## src/logic/uib_pkg.sv

```systemverilog
// Shared constants for the UART interrupt and baud generator block
package uib_pkg;
   // Six-bit identification codes
   localparam logic [5:0] ID_NONE    = 6'h01;
   localparam logic [5:0] ID_LINE    = 6'h06;
   localparam logic [5:0] ID_TIMEOUT = 6'h0C;
   localparam logic [5:0] ID_RXDATA  = 6'h04;
   localparam logic [5:0] ID_TX      = 6'h02;
   localparam logic [5:0] ID_MODEM   = 6'h08;
   localparam logic [5:0] ID_FLOWOFF = 6'h10;
   localparam logic [5:0] ID_HSHAKE  = 6'h20;
   // Source enable bit positions
   localparam int EN_RX    = 0;
   localparam int EN_TX    = 1;
   localparam int EN_LINE  = 2;
   localparam int EN_MODEM = 3;
   localparam int EN_FLOW  = 5;
   localparam int EN_HS    = 6;
   localparam int EN_HS2   = 7;
   // Control bit positions
   localparam int LCR_BREAK  = 6;
   localparam int DLF_OVS8   = 7;
   localparam int MCR_PRE4   = 7;
   // Timeout: 4 x word length + 12 bit times
   localparam int TO_MULT    = 4;
   localparam int TO_EXTRA   = 12;
   // Oversampling ratios, prescale and fraction width
   localparam int OVS_16     = 16;
   localparam int OVS_8      = 8;
   localparam logic [1:0] PRE_LAST = 2'h3;
   localparam int FRAC_BITS  = 6;
endpackage

```

## src/logic/uib_baud_gen.sv

```systemverilog
// Fractional baud generator with optional divide-by-4 prescaler
`timescale 1ns/10ps
module uib_baud_gen #(
   parameter int DIV_W = 16
) (
   // Clock and reset
   input  wire logic             clk,
   input  wire logic             nrst,
   // Settings
   input  wire logic [DIV_W-1:0] divisor,
   input  wire logic [5:0]       frac,
   input  wire logic             pre4,
   // Oversample tick
   output logic                  tick
);
   logic [1:0]       pre_q, pre_d;
   logic [DIV_W-1:0] cnt_q, cnt_d;
   logic [5:0]       acc_q, acc_d;
   logic             tick_q, tick_d;
   logic             pre_en;
   logic [6:0]       acc_sum;

   assign tick = tick_q;
   assign acc_sum = {1'b0, acc_q} + {1'b0, frac};

   always_comb
   begin
      pre_d  = pre_q;
      cnt_d  = cnt_q;
      acc_d  = acc_q;
      tick_d = 1'b0;
      // Prescaler ahead of divisor
      pre_en = pre4 ? (pre_q == uib_pkg::PRE_LAST) : 1'b1;
      if (pre4)
         pre_d = pre_q + 2'h1;
      else
         pre_d = 2'h0;
      if (divisor == '0)
      begin
         cnt_d = '0;
         acc_d = '0;
      end
      else if (pre_en)
      begin
         // Fraction carry stretches one period by a cycle
         if (cnt_q == '0)
         begin
            tick_d = 1'b1;
            acc_d  = acc_sum[5:0];
            cnt_d  = divisor - (acc_sum[6] ? '0 : {{(DIV_W-1){1'b0}}, 1'b1});
         end
         else
            cnt_d = cnt_q - {{(DIV_W-1){1'b0}}, 1'b1};
      end
   end

   always_ff @(posedge clk or negedge nrst)
   begin
      if (!nrst)
      begin
         pre_q  <= 2'h0;
         cnt_q  <= '0;
         acc_q  <= 6'h00;
         tick_q <= 1'b0;
      end
      else
      begin
         pre_q  <= pre_d;
         cnt_q  <= cnt_d;
         acc_q  <= acc_d;
         tick_q <= tick_d;
      end
   end
endmodule

```

## src/logic/uib_top.sv

```systemverilog
// Interrupt prioritiser, RX timeout, break and baud clock of a UART
`timescale 1ns/10ps
module uib_top #(
   parameter int DIV_W = 16,
   parameter int TO_W  = 10
) (
   // Clock and reset
   input  wire logic             clk,
   input  wire logic             nrst,
   // Configuration
   input  wire logic [7:0]       source_enable_reg,
   input  wire logic [7:0]       line_control_reg,
   input  wire logic [7:0]       modem_control_reg,
   input  wire logic [7:0]       divisor_low_byte,
   input  wire logic [7:0]       divisor_high_byte,
   input  wire logic [7:0]       divisor_fraction_reg,
   input  wire logic             fifo_enable,
   // Receive FIFO status
   input  wire logic             rx_fifo_nonempty,
   input  wire logic             rx_data_available,
   input  wire logic             rx_above_trigger,
   input  wire logic             rx_fifo_error_any,
   input  wire logic             head_framing_flag,
   input  wire logic             head_parity_flag,
   input  wire logic             head_break_flag,
   input  wire logic             overrun_event,
   input  wire logic             rx_char_event,
   // Transmit status
   input  wire logic             tx_holding_empty,
   input  wire logic             tx_passed_trigger,
   input  wire logic             tx_serial_in,
   // Flow and modem events
   input  wire logic             flow_off_event,
   input  wire logic             special_char_event,
   input  wire logic             flow_on_event,
   input  wire logic [3:0]       modem_change_flags,
   input  wire logic             rts_pin,
   input  wire logic             cts_pin,
   // Serial receive line
   input  wire logic             rx_line,
   // Host access strobes
   input  wire logic             receive_holding_read,
   input  wire logic             transmit_holding_write,
   input  wire logic             ident_read,
   input  wire logic             line_state_read,
   input  wire logic             modem_state_read,
   // Results
   output logic                  irq,
   output logic [5:0]            pending_source_id_reg,
   output logic [2:0]            line_err_flags,
   output logic                  line_err_summary,
   output logic                  line_overrun,
   output logic                  timeout_pending,
   output logic                  tx_serial_out,
   output logic                  baud_tick
);
   logic             ovr_q, ovr_d;
   logic             to_q, to_d;
   logic             thr_q, thr_d;
   logic             flow_q, flow_d;
   logic             flow_spec_q, flow_spec_d;
   logic             hs_q, hs_d;
   logic             rts_q, cts_q;
   logic [TO_W-1:0]  idle_q, idle_d;
   logic [TO_W-1:0]  to_limit;
   logic [3:0]       wlen;
   logic [5:0]       id_d, id_q;
   logic [2:0]       err_d, err_q;
   logic             irq_d, irq_q;
   logic             tx_src;
   logic             tick;
   logic [4:0]       ovs_n;
   logic [4:0]       ovs_q, ovs_d;
   logic             bit_tick;
   logic [7:0]       en;

   assign en = source_enable_reg;

   // One generator shared by both directions
   uib_baud_gen #(.DIV_W(DIV_W)) u_baud (
      .clk     (clk),
      .nrst    (nrst),
      .divisor ({divisor_high_byte, divisor_low_byte}),
      .frac    (divisor_fraction_reg[uib_pkg::FRAC_BITS-1:0]),
      .pre4    (modem_control_reg[uib_pkg::MCR_PRE4]),
      .tick    (tick)
   );
   assign baud_tick = tick;

   // Bit time from oversample ticks
   always_comb
   begin
      ovs_n = divisor_fraction_reg[uib_pkg::DLF_OVS8]
            ? 5'(uib_pkg::OVS_8 - 1) : 5'(uib_pkg::OVS_16 - 1);
      ovs_d = ovs_q;
      bit_tick = 1'b0;
      if (tick)
      begin
         if (ovs_q >= ovs_n)
         begin
            ovs_d = 5'h00;
            bit_tick = 1'b1;
         end
         else
            ovs_d = ovs_q + 5'h01;
      end
   end

   // Timeout counter
   always_comb
   begin
      wlen = 4'h5 + {2'h0, line_control_reg[1:0]};
      to_limit = TO_W'(uib_pkg::TO_MULT) * TO_W'(wlen)
               + TO_W'(uib_pkg::TO_EXTRA);
      idle_d = idle_q;
      to_d = to_q;
      // Any receive activity restarts the stale-data timer
      if (!rx_line || !rx_fifo_nonempty || rx_char_event
          || receive_holding_read)
         idle_d = '0;
      else if (bit_tick && idle_q < to_limit)
         idle_d = idle_q + {{(TO_W-1){1'b0}}, 1'b1};
      if (receive_holding_read || !rx_fifo_nonempty)
         to_d = 1'b0;
      if (rx_fifo_nonempty && rx_line && bit_tick
          && idle_q == to_limit - {{(TO_W-1){1'b0}}, 1'b1})
         to_d = 1'b1;
   end

   // Sticky event flags; a set in the clearing cycle wins, except transmit_holding_write blocks the transmit set
   always_comb
   begin
      tx_src = fifo_enable ? tx_passed_trigger : tx_holding_empty;
      ovr_d = ovr_q;
      if (line_state_read)
         ovr_d = 1'b0;
      if (overrun_event)
         ovr_d = 1'b1;
      thr_d = thr_q;
      if (ident_read || transmit_holding_write)
         thr_d = 1'b0;
      if (tx_src && !transmit_holding_write)
         thr_d = 1'b1;
      flow_d = flow_q;
      flow_spec_d = flow_spec_q;
      if (flow_on_event && !flow_spec_q)
         flow_d = 1'b0;
      if (ident_read && flow_spec_q)
      begin
         flow_d = 1'b0;
         flow_spec_d = 1'b0;
      end
      if (special_char_event)
      begin
         flow_d = 1'b1;
         flow_spec_d = 1'b1;
      end
      if (flow_off_event)
      begin
         flow_d = 1'b1;
         flow_spec_d = 1'b0;
      end
      hs_d = hs_q;
      if (ident_read)
         hs_d = 1'b0;
      if ((rts_pin && !rts_q) || (cts_pin && !cts_q))
         hs_d = 1'b1;
   end

   // Head flags and priority encoder
   always_comb
   begin
      err_d = rx_fifo_nonempty
            ? {head_break_flag, head_framing_flag, head_parity_flag}
            : 3'h0;
      id_d = uib_pkg::ID_NONE;
      if (en[uib_pkg::EN_HS] && en[uib_pkg::EN_HS2] && hs_q)
         id_d = uib_pkg::ID_HSHAKE;
      if (en[uib_pkg::EN_FLOW] && flow_q)
         id_d = uib_pkg::ID_FLOWOFF;
      if (en[uib_pkg::EN_MODEM] && modem_change_flags != 4'h0)
         id_d = uib_pkg::ID_MODEM;
      if (en[uib_pkg::EN_TX] && thr_q)
         id_d = uib_pkg::ID_TX;
      if (en[uib_pkg::EN_RX]
          && (fifo_enable ? rx_above_trigger : rx_data_available))
         id_d = uib_pkg::ID_RXDATA;
      if (en[uib_pkg::EN_RX] && to_q)
         id_d = uib_pkg::ID_TIMEOUT;
      if (en[uib_pkg::EN_LINE] && (rx_fifo_error_any || ovr_q))
         id_d = uib_pkg::ID_LINE;
      // All-zero low enables leave host polling line status
      irq_d = id_d != uib_pkg::ID_NONE;
   end

   always_ff @(posedge clk or negedge nrst)
   begin
      if (!nrst)
      begin
         ovr_q       <= 1'b0;
         to_q        <= 1'b0;
         thr_q       <= 1'b0;
         flow_q      <= 1'b0;
         flow_spec_q <= 1'b0;
         hs_q        <= 1'b0;
         rts_q       <= 1'b1;
         cts_q       <= 1'b1;
         idle_q      <= '0;
         ovs_q       <= 5'h00;
         id_q        <= uib_pkg::ID_NONE;
         err_q       <= 3'h0;
         irq_q       <= 1'b0;
      end
      else
      begin
         ovr_q       <= ovr_d;
         to_q        <= to_d;
         thr_q       <= thr_d;
         flow_q      <= flow_d;
         flow_spec_q <= flow_spec_d;
         hs_q        <= hs_d;
         rts_q       <= rts_pin;
         cts_q       <= cts_pin;
         idle_q      <= idle_d;
         ovs_q       <= ovs_d;
         id_q        <= id_d;
         err_q       <= err_d;
         irq_q       <= irq_d;
      end
   end

   assign irq                   = irq_q;
   assign pending_source_id_reg = id_q;
   assign line_err_flags        = err_q;
   assign line_err_summary      = rx_fifo_error_any;
   assign line_overrun          = ovr_q;
   assign timeout_pending       = to_q;
   // Break forces line low regardless of serialiser
   assign tx_serial_out = tx_serial_in
                        & ~line_control_reg[uib_pkg::LCR_BREAK];
endmodule

```

## config.mk

```make
export PLATFORM = sky130hd
export DESIGN_NAME = uib_top
export DESIGN_NICKNAME = d
export VERILOG_FILES = /design/src/logic/uib_pkg.sv /design/src/logic/uib_baud_gen.sv /design/src/logic/uib_top.sv
export SDC_FILE = /design/constraint.sdc
export NUM_CORES = 1
export LEC_CHECK = 0
export BUFFER_PORTS_ARGS = -buffer_cell sky130_fd_sc_hd__buf_2
export CAP_MARGIN = 20
export CORE_MARGIN = 3
export CORE_UTILIZATION = 45
export CTS_BUF_LIST = sky130_fd_sc_hd__clkbuf_4 sky130_fd_sc_hd__clkbuf_8 sky130_fd_sc_hd__clkbuf_16
export DETAILED_ROUTE_END_ITERATION = 10
export PLACE_DENSITY_LB_ADDON = 0.08
export SYNTH_ARGS = -nofsm -noshare
export SYNTH_HDL_FRONTEND = slang
export SYNTH_SLANG_ARGS = --single-unit
```

## constraint.sdc

```tcl
create_clock -name clk -period 4.3 [get_ports clk]
set_input_delay 0.86 -clock clk [delete_from_list [all_inputs] [get_ports clk]]
set_output_delay 0.86 -clock clk [all_outputs]
set_load 0.005 [all_outputs]
```

# Word-level counts from Yosys, hierarchy flattened
# Cells that the tools add are included.
dict set report totals {
  latchBits 0
  elab_cells 119
  inputBits 78
  mem_count 0
  rom_bits 0
  output_inout_bits 15
  register_bits 58
  ram_bits 0
}
dict set report op_classes {
  mul 0
  eq_ne 3
  div 0
  add_sub_neg 9
  n_mux 43
  n_reduce_logical 43
  n_lt_le_gt_ge 2
  bitwise_logic 2
  shift 0
}
# cell n
set op_table {}
lappend op_table {{$mux 6} 10}
lappend op_table {{$mux 16} 3}
lappend op_table {{$logic_not 16->1} 2}
lappend op_table {{$mux 1} 24}
lappend op_table {{$mux 10} 2}
lappend op_table {{$logic_and 1x1->1} 17}
lappend op_table {{$sub 16x1->16 const B} 1}
lappend op_table {{$sub 16x16->16} 1}
lappend op_table {{$reduce_bool 2->1} 7}
lappend op_table {{$add 10x1->10 const B} 1}
lappend op_table {{$eq 10x10->1} 1}
lappend op_table {{$lt 10x7->1} 1}
lappend op_table {{$reduce_bool 4->1} 2}
lappend op_table {{$sub 7x1->8 const B} 1}
lappend op_table {{$add 6x4->7 const B} 1}
lappend op_table {{$add 6x6->7} 1}
lappend op_table {{$logic_or 1x1->1} 7}
lappend op_table {{$logic_not 1->1} 6}
lappend op_table {{$ne 6x1->1 const B} 1}
lappend op_table {{$add 5x1->5 const B} 1}
lappend op_table {{$ge 5x4->1} 1}
lappend op_table {{$mux 5} 1}
lappend op_table {{$add 3x2->4 const A} 1}
lappend op_table {{$mux 4} 1}
lappend op_table {{8 further kinds} 8}

# Longest topological paths before layout
# Gate-level depths: netlist (run 1).
dict set report logic_depth {
  depth_word 10
  depth_mapped 15
  ltp_nobuf 15
}

# By module
# A second synthesis (run 1) with hierarchy kept.
dict set report hier_totals {
  cells_unflattened 373
  hier_area_um2 3524.6
}
# mod cells_per_inst seq_area_each_um2 area_per_inst_um2 instances
set by_module_without_submodules {}
lappend by_module_without_submodules {uib_baud_gen 234 625.6 1988.2 1}
lappend by_module_without_submodules {uib_top 139 829.5 1536.5 1}

# Worst setup path before layout (run 1)
# OpenSTA, ideal clock, no wires.
dict set report synth_path {
  path_type {input-to-reg}
  start {input divisor_fraction_reg[0]}
  end {register u_baud.cnt_q[12]}
  slack_ns 1.063
  n_path_buf 0
  required_time_ns 4.206
  path_stages 15
  t_arrival_ns 3.143
  path_cell_list {ha_1 inv_1 fa_1 nor2b_1 o21ai_0 a21oi_1 o21a_1 nor2_1 ha_1 ha_1 nor2b_1 nand2_1 nor4b_2 xnor2_1 a211oi_1}
}
dict set report synth_via {
  elab_chain_len 6
}
# element line_no
set synth_lines {}
lappend synth_lines {{from (decl)} uib_top.sv:16} ;# input wire logic [7:0] divisor_fraction_reg,
lappend synth_lines {{$add 6x6->7} uib_baud_gen.sv:24} ;# assign acc_sum = {1'b0, acc_q} + {1'b0, frac};
lappend synth_lines {{$mux 1} uib_baud_gen.sv:50} ;# cnt_d = divisor - (acc_sum[6] ? '0 : {{(DIV_W-1){1'b0}}, 1'b1});
lappend synth_lines {{$sub 16x16->16} uib_baud_gen.sv:50}
lappend synth_lines {{$mux 16} uib_baud_gen.sv:46} ;# if (cnt_q == '0)
lappend synth_lines {{$mux 16} uib_baud_gen.sv:43} ;# else if (pre_en)
lappend synth_lines {{$mux 16} uib_baud_gen.sv:38} ;# if (divisor == '0)
lappend synth_lines {{to (signal assigned)} uib_baud_gen.sv:69} ;# cnt_q <= cnt_d;
lappend synth_lines {{to (decl)} uib_baud_gen.sv:17} ;# logic [DIV_W-1:0] cnt_q, cnt_d;
# No other way between the ends. The select of a mux whose other input is x is not followed.
# A chain may end at the register's enable or synchronous reset.

# Final worst setup path (run 1)
# Ends and elaborated chain as after synthesis.

==> results of run 1 <==
## power breakdown
part | total [mW] | switching (mW) | internal [mW] | leakage (nW)
clock network | 0.457 | 0.232 | 0.224 | 0.0847
registers | 0.749 | 0.108 | 0.641 | 0.732
logic | 0.454 | 0.253 | 0.201 | 1.08
total | 1.66 | 0.593 | 1.07 | 1.90
## final cells by class
cell class	count	area share, %
multi-input cells	291	46.59
clock inverters	6	0.9743
clock buffers	10	3.248
well taps	99	2.923
flip-flops and latches	58	34.34
inverters	24	2.126
repair buffers	81	9.802
## cells in the final DEF, fill, tap and decap left out, drive strengths merged, types with 4 or more instances in the layout
cell type	count
nand4	9
a21oi	25
nand2	30
inv	25
or3	8
nor4	9
xor2	9
buf	81
nand2b	6
nand3	21
dfrtp	55
nor2b	10
and2	8
clkbuf	10
nand3b	4
nor3	13
xnor2	13
a31oi	5
mux2i	5
nor2	22
o21ai	25
ha	18
o22ai	4
## through the flow
stage,util [%],power [mW],cell area [sq um],setup slack (ps),hold slack [ps]
finish,56.61,1.659,4238,956.9,456.3
global route,56.61,1.786,4238,583.1,494.5
CTS,56.61,1.671,4238,946.0,472.8
detailed placement,54.22,1.207,4059,605.9,460.2
global placement,54.22,1.195,4059,640.2,424.3
floorplan,-,1.058,3567,1063,409.1
## routing by layer
metal / track usage, % / vias to the layer above / routed length, um
met3: 3.946 / 8 / 425
met2: 31.36 / 86 / 3774
met1: 26.17 / 1459 / 3836
met5: 0 / - / 0
met4: 5.529 / 0 / 93
li1: - / 1558 / -
## worst max-delay path by stage
stage,to,slack (ps)
2_1_floorplan,u_baud.cnt_q[12]$_DFFE_PN0P_,1060
3_3_place_gp,u_baud.cnt_q[12]$_DFFE_PN0P_,640
3_5_place_dp,u_baud.cnt_q[12]$_DFFE_PN0P_,610
4_1_cts,u_baud.cnt_q[12]$_DFFE_PN0P_,950
5_1_grt,u_baud.cnt_q[12]$_DFFE_PN0P_,580
6_report,u_baud.cnt_q[12]$_DFFE_PN0P_,960
## cells by family after synthesis
group,count (synthesis)
xor+xnor,22
simple gates,156
fa+ha+maj,19
buf+inv,34
flops,58
compound gates,88
mux,6
## worst register-to-register path, delay by kind of cell, from the launching register on
family                   cells  cell delay, ps
flip-flops                   1             380
AO/OA/AOI/OAI                4             730
buffers and inverters        1              70
AND/OR/NAND/NOR              5             950
adder cells (fa/ha/maj)      4             760
XOR/XNOR                     1             120
==> reports/summary.md, run 1 <==
Dividing the detail-routed via count by the number of cells gives 5.467. From bottom edge to top edge, the die measures 95.04 um. The number of enable-type register cells in the synthesized netlist was 0; the share of synthesized registers carrying an async set or reset was 100.0%.

Setup violations remaining at the end of the flow were counted as 0. After detailed routing, the total wire length is 8.129 mm. TritonCTS built the clock tree. Measured against the total synthesized area, the mux share comes to 1.719%. The HPWL after detailed placement is 6.051 mm. In this run, synthesis produced a sequential element count of 58. The analysis attributes to cell leakage a power of 1.897 nW.

In the final layout, the registers with the most flip-flops are u_baud.cnt_q (16), idle_q (10). The synthesized netlist devotes 15.54% of its cell area to compound gates. In this run, the number of DRC markers left after iteration 0 of detailed routing was 132.

For the max-slew violation count, the log shows 0. The all-layer global routing usage is 19.31%, and the maximum number of buffers from clock root to sink is 2. The tools report the startpoint of the tightest hold check path as u_baud.pre_q[0]$_DFF_PN0_. The layout-stage area growth over the synthesis result is 18.80%, and the clock edge transition at the registers on the reported setup and hold paths is 70 ps. Of the post-synthesis cell area, the dominant cell type holds 38.58%. The count of nets left with antenna violations once routing finished came out at 0.

The post-synthesis cell area is 0.003567 sq mm. The sequential cell area fraction in the yosys report was 40.79%. For this run, design rule violations remaining after detail routing come to 0. The register with the most flip-flops in the layout has 16 of them. The timing startpoint of the critical path was divisor_fraction_reg[0]. For the via count of the first global-routing pass, the log shows 2,964.

0 antenna diodes ended up in the layout. The sort of element at the start of the critical path was an input pin. The worst register-to-register path begins at u_baud.acc_q[0]$_DFFE_PN0P_.

The tool flagged a number of max-cap violations equal to 0. Counting instances in the post-synthesis netlist gives the leading cell types as 55 x dfrtp_1, 30 x nand2_1, 25 x a21oi_1. The H-tree generated during clock tree synthesis spans 3 levels.

The pin count of the biggest net entering global routing was 36; the number of standard cells in the final layout excluding fillers was 569. Gates resized during post-CTS repair numbered 0. The number of sinks on the clock net was 58; the average wire per standard cell was 14.29 um. For this run, the slowest stage of the critical path takes 330 ps. The clock arrives with 9.118 ps of skew. The floorplan step defined a core boundary enclosing 0.007486 sq mm. In this run the number of cells on the critical path is 16. The number of antenna violations at the first check in global routing came out at 0.

The xor and xnor area share after synthesis is 5.402%. In this run the mean area of a mapped cell was 9.314 sq um. The combinational family with the most area after synthesis is simple AND/OR/NAND/NOR gates. By area the synthesized netlist is led by dfrtp_1 39%, ha_1 6.3%, a21oi_1 3.5%. The most common cell in the netlist is dfrtp_1. On the critical path, the stage with the largest delay is an instance of nor2b_1. The filler cells instantiated in the layout total 732.

Yosys printed 0 warnings. In this run the worst path has a maximum fanout of 5. The worst min-delay path class is register to register. Setup repair after global routing left no endpoint under its margin.

In this design, the critical path's most frequently occurring cell is ha_1. The number of library cell types mapped by synthesis is 61. Power spread over the standard cell area amounts to 391.4 mW/mm^2.

The final critical path takes up 77.75% of the cycle. The critical path goes through buf_2 -> ha_1 -> inv_1 -> fa_1 -> nor2b_1 -> o21ai_0 -> a21oi_1 -> o21a_1 -> nor2_1 -> ha_1 -> ha_1 -> nor2b_1 -> nand2_1 -> nor4b_2 -> xnor2_1 -> a211oi_1. Setup slack on the worst reg-to-reg path comes out at 1200 ps. The run gives 0 as the sum of overflow across all layers after global routing. The initial core utilization was 47.65%; the number of stages on the worst hold path was 1. u_baud.cnt_q holds more flip-flops than any other register.

Counting both buffers and inverters, the worst setup path holds a total of 2. For the number of top-level pins, the log shows 93. The first global-routing pass estimated 13.68 mm of wire.

The clock root buffer was clkbuf_8. The count of final hold-check violations is 0. At the end of routability-driven placement, the weighted congestion stood at 0.8758.

Post-CTS timing repair inserted 0 buffers for setup. For the storage element area, the log shows 0.001455 sq mm. The final sum of negative setup slack came out at 0 ps. Data on the critical path is required at its endpoint by 4550 ps. Port buffering added 77 buffers. Most frequently used flop master after synthesis: dfrtp_1. The tools report the worst hold path endpoint as u_baud.pre_q[0]$_DFF_PN0_. The tools report the capture point of the worst reg-to-reg path as u_baud.cnt_q[12]$_DFFE_PN0P_. Summing over every cut layer, the via total after detailed routing is 3,111. STA classifies the critical path endpoint as a register.

Post-synthesis adder-cell area fraction: 6.875%. The net count of the finished layout is 562. In the final layout, the multi-input gates occupy 0.001974 sq mm. Based on the critical path, the design can be clocked at up to 299.1 MHz. The cts-stage hold buffer count is 0, and the count of cells along the worst register-to-register path is 15. For the data arrival time of the critical path, the log shows 3590 ps. The worst-case IR drop observed on VDD is 0.1752 mV. In this run, CTS created clock tree buffers numbering 9. Among cell families on the critical path, the largest total delay comes from simple AND/OR/NAND/NOR gates. The die span in x was 95.04 um; the full die area was 0.009032 sq mm. The run gives 480 as the number of nets in the synthesized netlist. The run gives 31 as the row count. The critical path class is input pin to register. Clock latency on the worst-skew pair, taken at its later pin, is 340 ps. Synthesis produced a netlist whose cell count is 383.

Cells with a size suffix above 1 make up 24.89% of the layout. After detailed placement, the design holds a cell count of 553. The synthesized-area fraction occupied by and/or/nand/nor cells came out at 25.82%.

The total iterations of the first detailed-routing run is 4, and the slew at the pin with the worst max-slew slack is 789.2 ps. The worst pin sits at a relative slew slack of 47.39%. The post-synthesis cell type with the largest combined area was dfrtp_1. The minimum period implied by the final worst setup slack is 3343 ps.

The run finished with clean final reports.
(Power assumes the default switching activity.)
==> run 2: changes to the inputs <==
clock period = 3 ns   (was 4.3 ns; I/O delays follow)
==> run 2 against run 1 <==
  * Combinational power rose by 50%
  * Register-to-register slack worse by 910 ps
  * Flip-flop and latch count unchanged
  * First-iteration DRC count decreased by 16%
  * Worst setup slack got worse by 660 ps
  * Critical endpoint unchanged
==> reports/summary.md, run 2 (same netlist as run 1, synthesis figures left out) <==
The flow ran to the end, and the final reports show no timing, DRC or antenna violations. Clock-pin slew was measured on the worst setup and hold paths at 70 ps. For the pin with the worst max-slew slack, the measured transition is 695.9 ps. Global routing consumed, over all layers together, 19.54% of the routing resources. The layout-stage area growth over the synthesis result was 24.41%. Across the run, the number of max-cap violations was 0. Leaving out filler cells and counting taps, the final layout contains 580. Setup repair after global routing left no endpoint under its margin. The placeable core region was 0.007486 sq mm; the worst-skew pair later-pin latency was 340 ps.

For the highest attainable clock frequency, the log shows 369.5 MHz. The run gives 0 as the DRC violations left. In this run, the number of DRC markers left after iteration 0 of detailed routing was 111. Dividing the detail-routed via count by the number of cells gives 5.498. In this run the worst path has a maximum fanout of 3. On the final layout, the worst hold slack is 124.5 ps. TritonCTS built the clock tree. Among all stages on the critical path, the largest delay is contributed by dfrtp_1. The buffering stage count on the worst path with inverters included is 1, and the fraction of layout cells with a size suffix above 1 is 28.27%. The global-route wire length before repair came out at 13.81 mm. The die span in x came out at 95.04 um. The tools report the number of nets still failing antenna checks after routing as 0. The run gives 47.65% as the initial core utilization. The path class of the tightest hold or removal check is input pin to asynchronous set/reset pin. In the finished design, the share of the clock period the worst path needs comes to 90.22%. The worst setup path is launched from a register. The post-route clock skew was 7.198 ps; the number of sinks on the clock net was 58. For the number of antenna violations at the first check in global routing, the log shows 0. The H-tree depth was 3.

The worst setup path is of the register to register kind. The logs give 93 for the number of top-level pins and -285.2 ps for the worst slack at placement. The overall die height was 95.04 um; the data arrival time of the critical path was 2950 ps. After layout, the minimum clock period comes to 2707 ps. No sink is reached through more buffers than the 2 on the longest clock path.

Clock tree synthesis selected as its root buffer the cell clkbuf_8. Data on the critical path is required at its endpoint by 3250 ps. The row count came out at 31. The number of antenna diodes in the final layout is 0.

Once detailed placement completed, the half-perimeter wirelength came to 6.295 mm. The total overflow left after global routing is 0. For this design the static power due to leakage is 2.004 nW.

Clock tree synthesis inserted a total of 9 buffers. Leaving out fill and tap cells, the most frequent cell in the layout is buf_2. The final layout contains routed wiring with a total length of 8.365 mm. Measured against its own limit, the worst slew margin works out to 53.18%.

Among cell families on the critical path, the largest total delay comes from adder cells. Across all register-to-register paths, the minimum setup slack is 290 ps. The power density over cell area was 597.9 mW/mm^2; the global placer's final weighted congestion was 0.8564. The count of buffers inserted at the top-level ports works out to 77.

The tools report the endpoint type of the worst setup path as a register. The max-slew violation count came out at 0. Across all setup checks in the final design, the least slack found is 293.3 ps.

Setup violations remaining at the end of the flow were counted as 0. Entering global routing, the biggest net connects 44 pins. The tools report the via count of the first global-routing pass as 3,045.

Counting flops per register, the top entry is u_baud.cnt_q. The net total in the final layout was 573. For this block, the via count after detailed routing is 3,189. The tools report the worst-case vdd ir drop as 0.2720 mV. The register with the most flip-flops in the layout has 16 of them. Traced cell by cell, the critical path runs through ha_2 -> inv_1 -> fa_2 -> nor2b_2 -> o21ai_2 -> a21oi_2 -> o21a_1 -> nor2_1 -> ha_2 -> ha_1 -> nor2b_4 -> nand2_1 -> nor4b_2 -> xnor2_1 -> a211oi_1.

The library cells used most frequently in the layout, excluding fill and tap cells, are 77 x buf_2, 55 x dfrtp_1, 30 x nand2_1. The tools report the full die area as 0.009032 sq mm. The tools report the post-route standard cell area excluding fillers as 0.004438 sq mm. The cell area after placement is 0.004126 sq mm, and the placed instance count is 562. The count of final hold-check violations is 0, and the delay of the slowest critical-path stage is 390 ps. The run gives 4 as the total iterations of the first detailed-routing run. After detailed routing, the average wire length per cell comes to 14.42 um. The critical path's most frequent cell is ha_2. In the final layout, the registers with the most flip-flops are u_baud.cnt_q (16), idle_q (10).
run 2: layer usage:
| layer | wire [um] | vias up | global-route usage, % |
|---|---|---|---|
| li1 | - | 1587 | - |
| met1 | 3714 | 1483 | 24.81 |
| met2 | 3986 | 103 | 32.47 |
| met3 | 490 | 16 | 3.157 |
| met4 | 174 | 0 | 9.375 |
| met5 | 0 | - | 0 |
run 2: path summary, 6_finish.rpt:
check,cells after the start,from,to
setup / recovery,15,u_baud.acc_q[0]$_DFFE_PN0P_,u_baud.cnt_q[12]$_DFFE_PN0P_
hold / removal,1,nrst,ovs_q[4]$_DFFE_PN0P_
setup reg to reg,15,u_baud.acc_q[0]$_DFFE_PN0P_,u_baud.cnt_q[12]$_DFFE_PN0P_
hold reg to reg,1,u_baud.pre_q[0]$_DFF_PN0_,u_baud.pre_q[0]$_DFF_PN0_
max in group asynchronous,3,nrst,line_err_flags[2]$_DFF_PN0_
min in group clk,1,rts_pin,rts_q$_DFF_PN1_
run 2: stage by stage:
stage	util (%)	TNS, ps	total power [mW]
floorplan	-	0	1.516
global placement	55.12	-1045	1.730
detailed placement	55.12	-2116	1.746
CTS	58.48	0	2.665
global route	59.28	0	2.829
finish	59.28	0	2.654
run 2: what timing repair did:
item                       in CTS  in global routing
setup buffers                   0                  1
hold buffers                    0                  0
resized for setup               0                 10
setup endpoints to repair       0                 13
run 2: power breakdown:
part	switching [mW]	internal, mW	leakage [nW]
logic	0.371	0.309	1.14
registers	0.155	0.919	0.732
clock network	0.305	0.595	0.128
total	0.831	1.82	2.00
run 2: final cells by class:
class / count / area [sq um]
multi-input combinational: 291 / 2007
clock buffer: 12 / 152.6
sequential: 58 / 1455
tap: 99 / 123.9
inverter: 24 / 90.09
fill: 686 / 3048
clock inverter: 4 / 98.84
timing repair buffer: 92 / 510.5
run 2: worst reg2reg max path: stages (launching register included):
cell and delay [ps]:
dfrtp_1 390, ha_2 180, inv_1 70, fa_2 210
nor2b_2 50, o21ai_2 140, a21oi_2 80, o21a_1 160
nor2_1 100, ha_2 200, ha_1 170, nor2b_4 160
nand2_1 90, nor4b_2 320, xnor2_1 100, a211oi_1 220
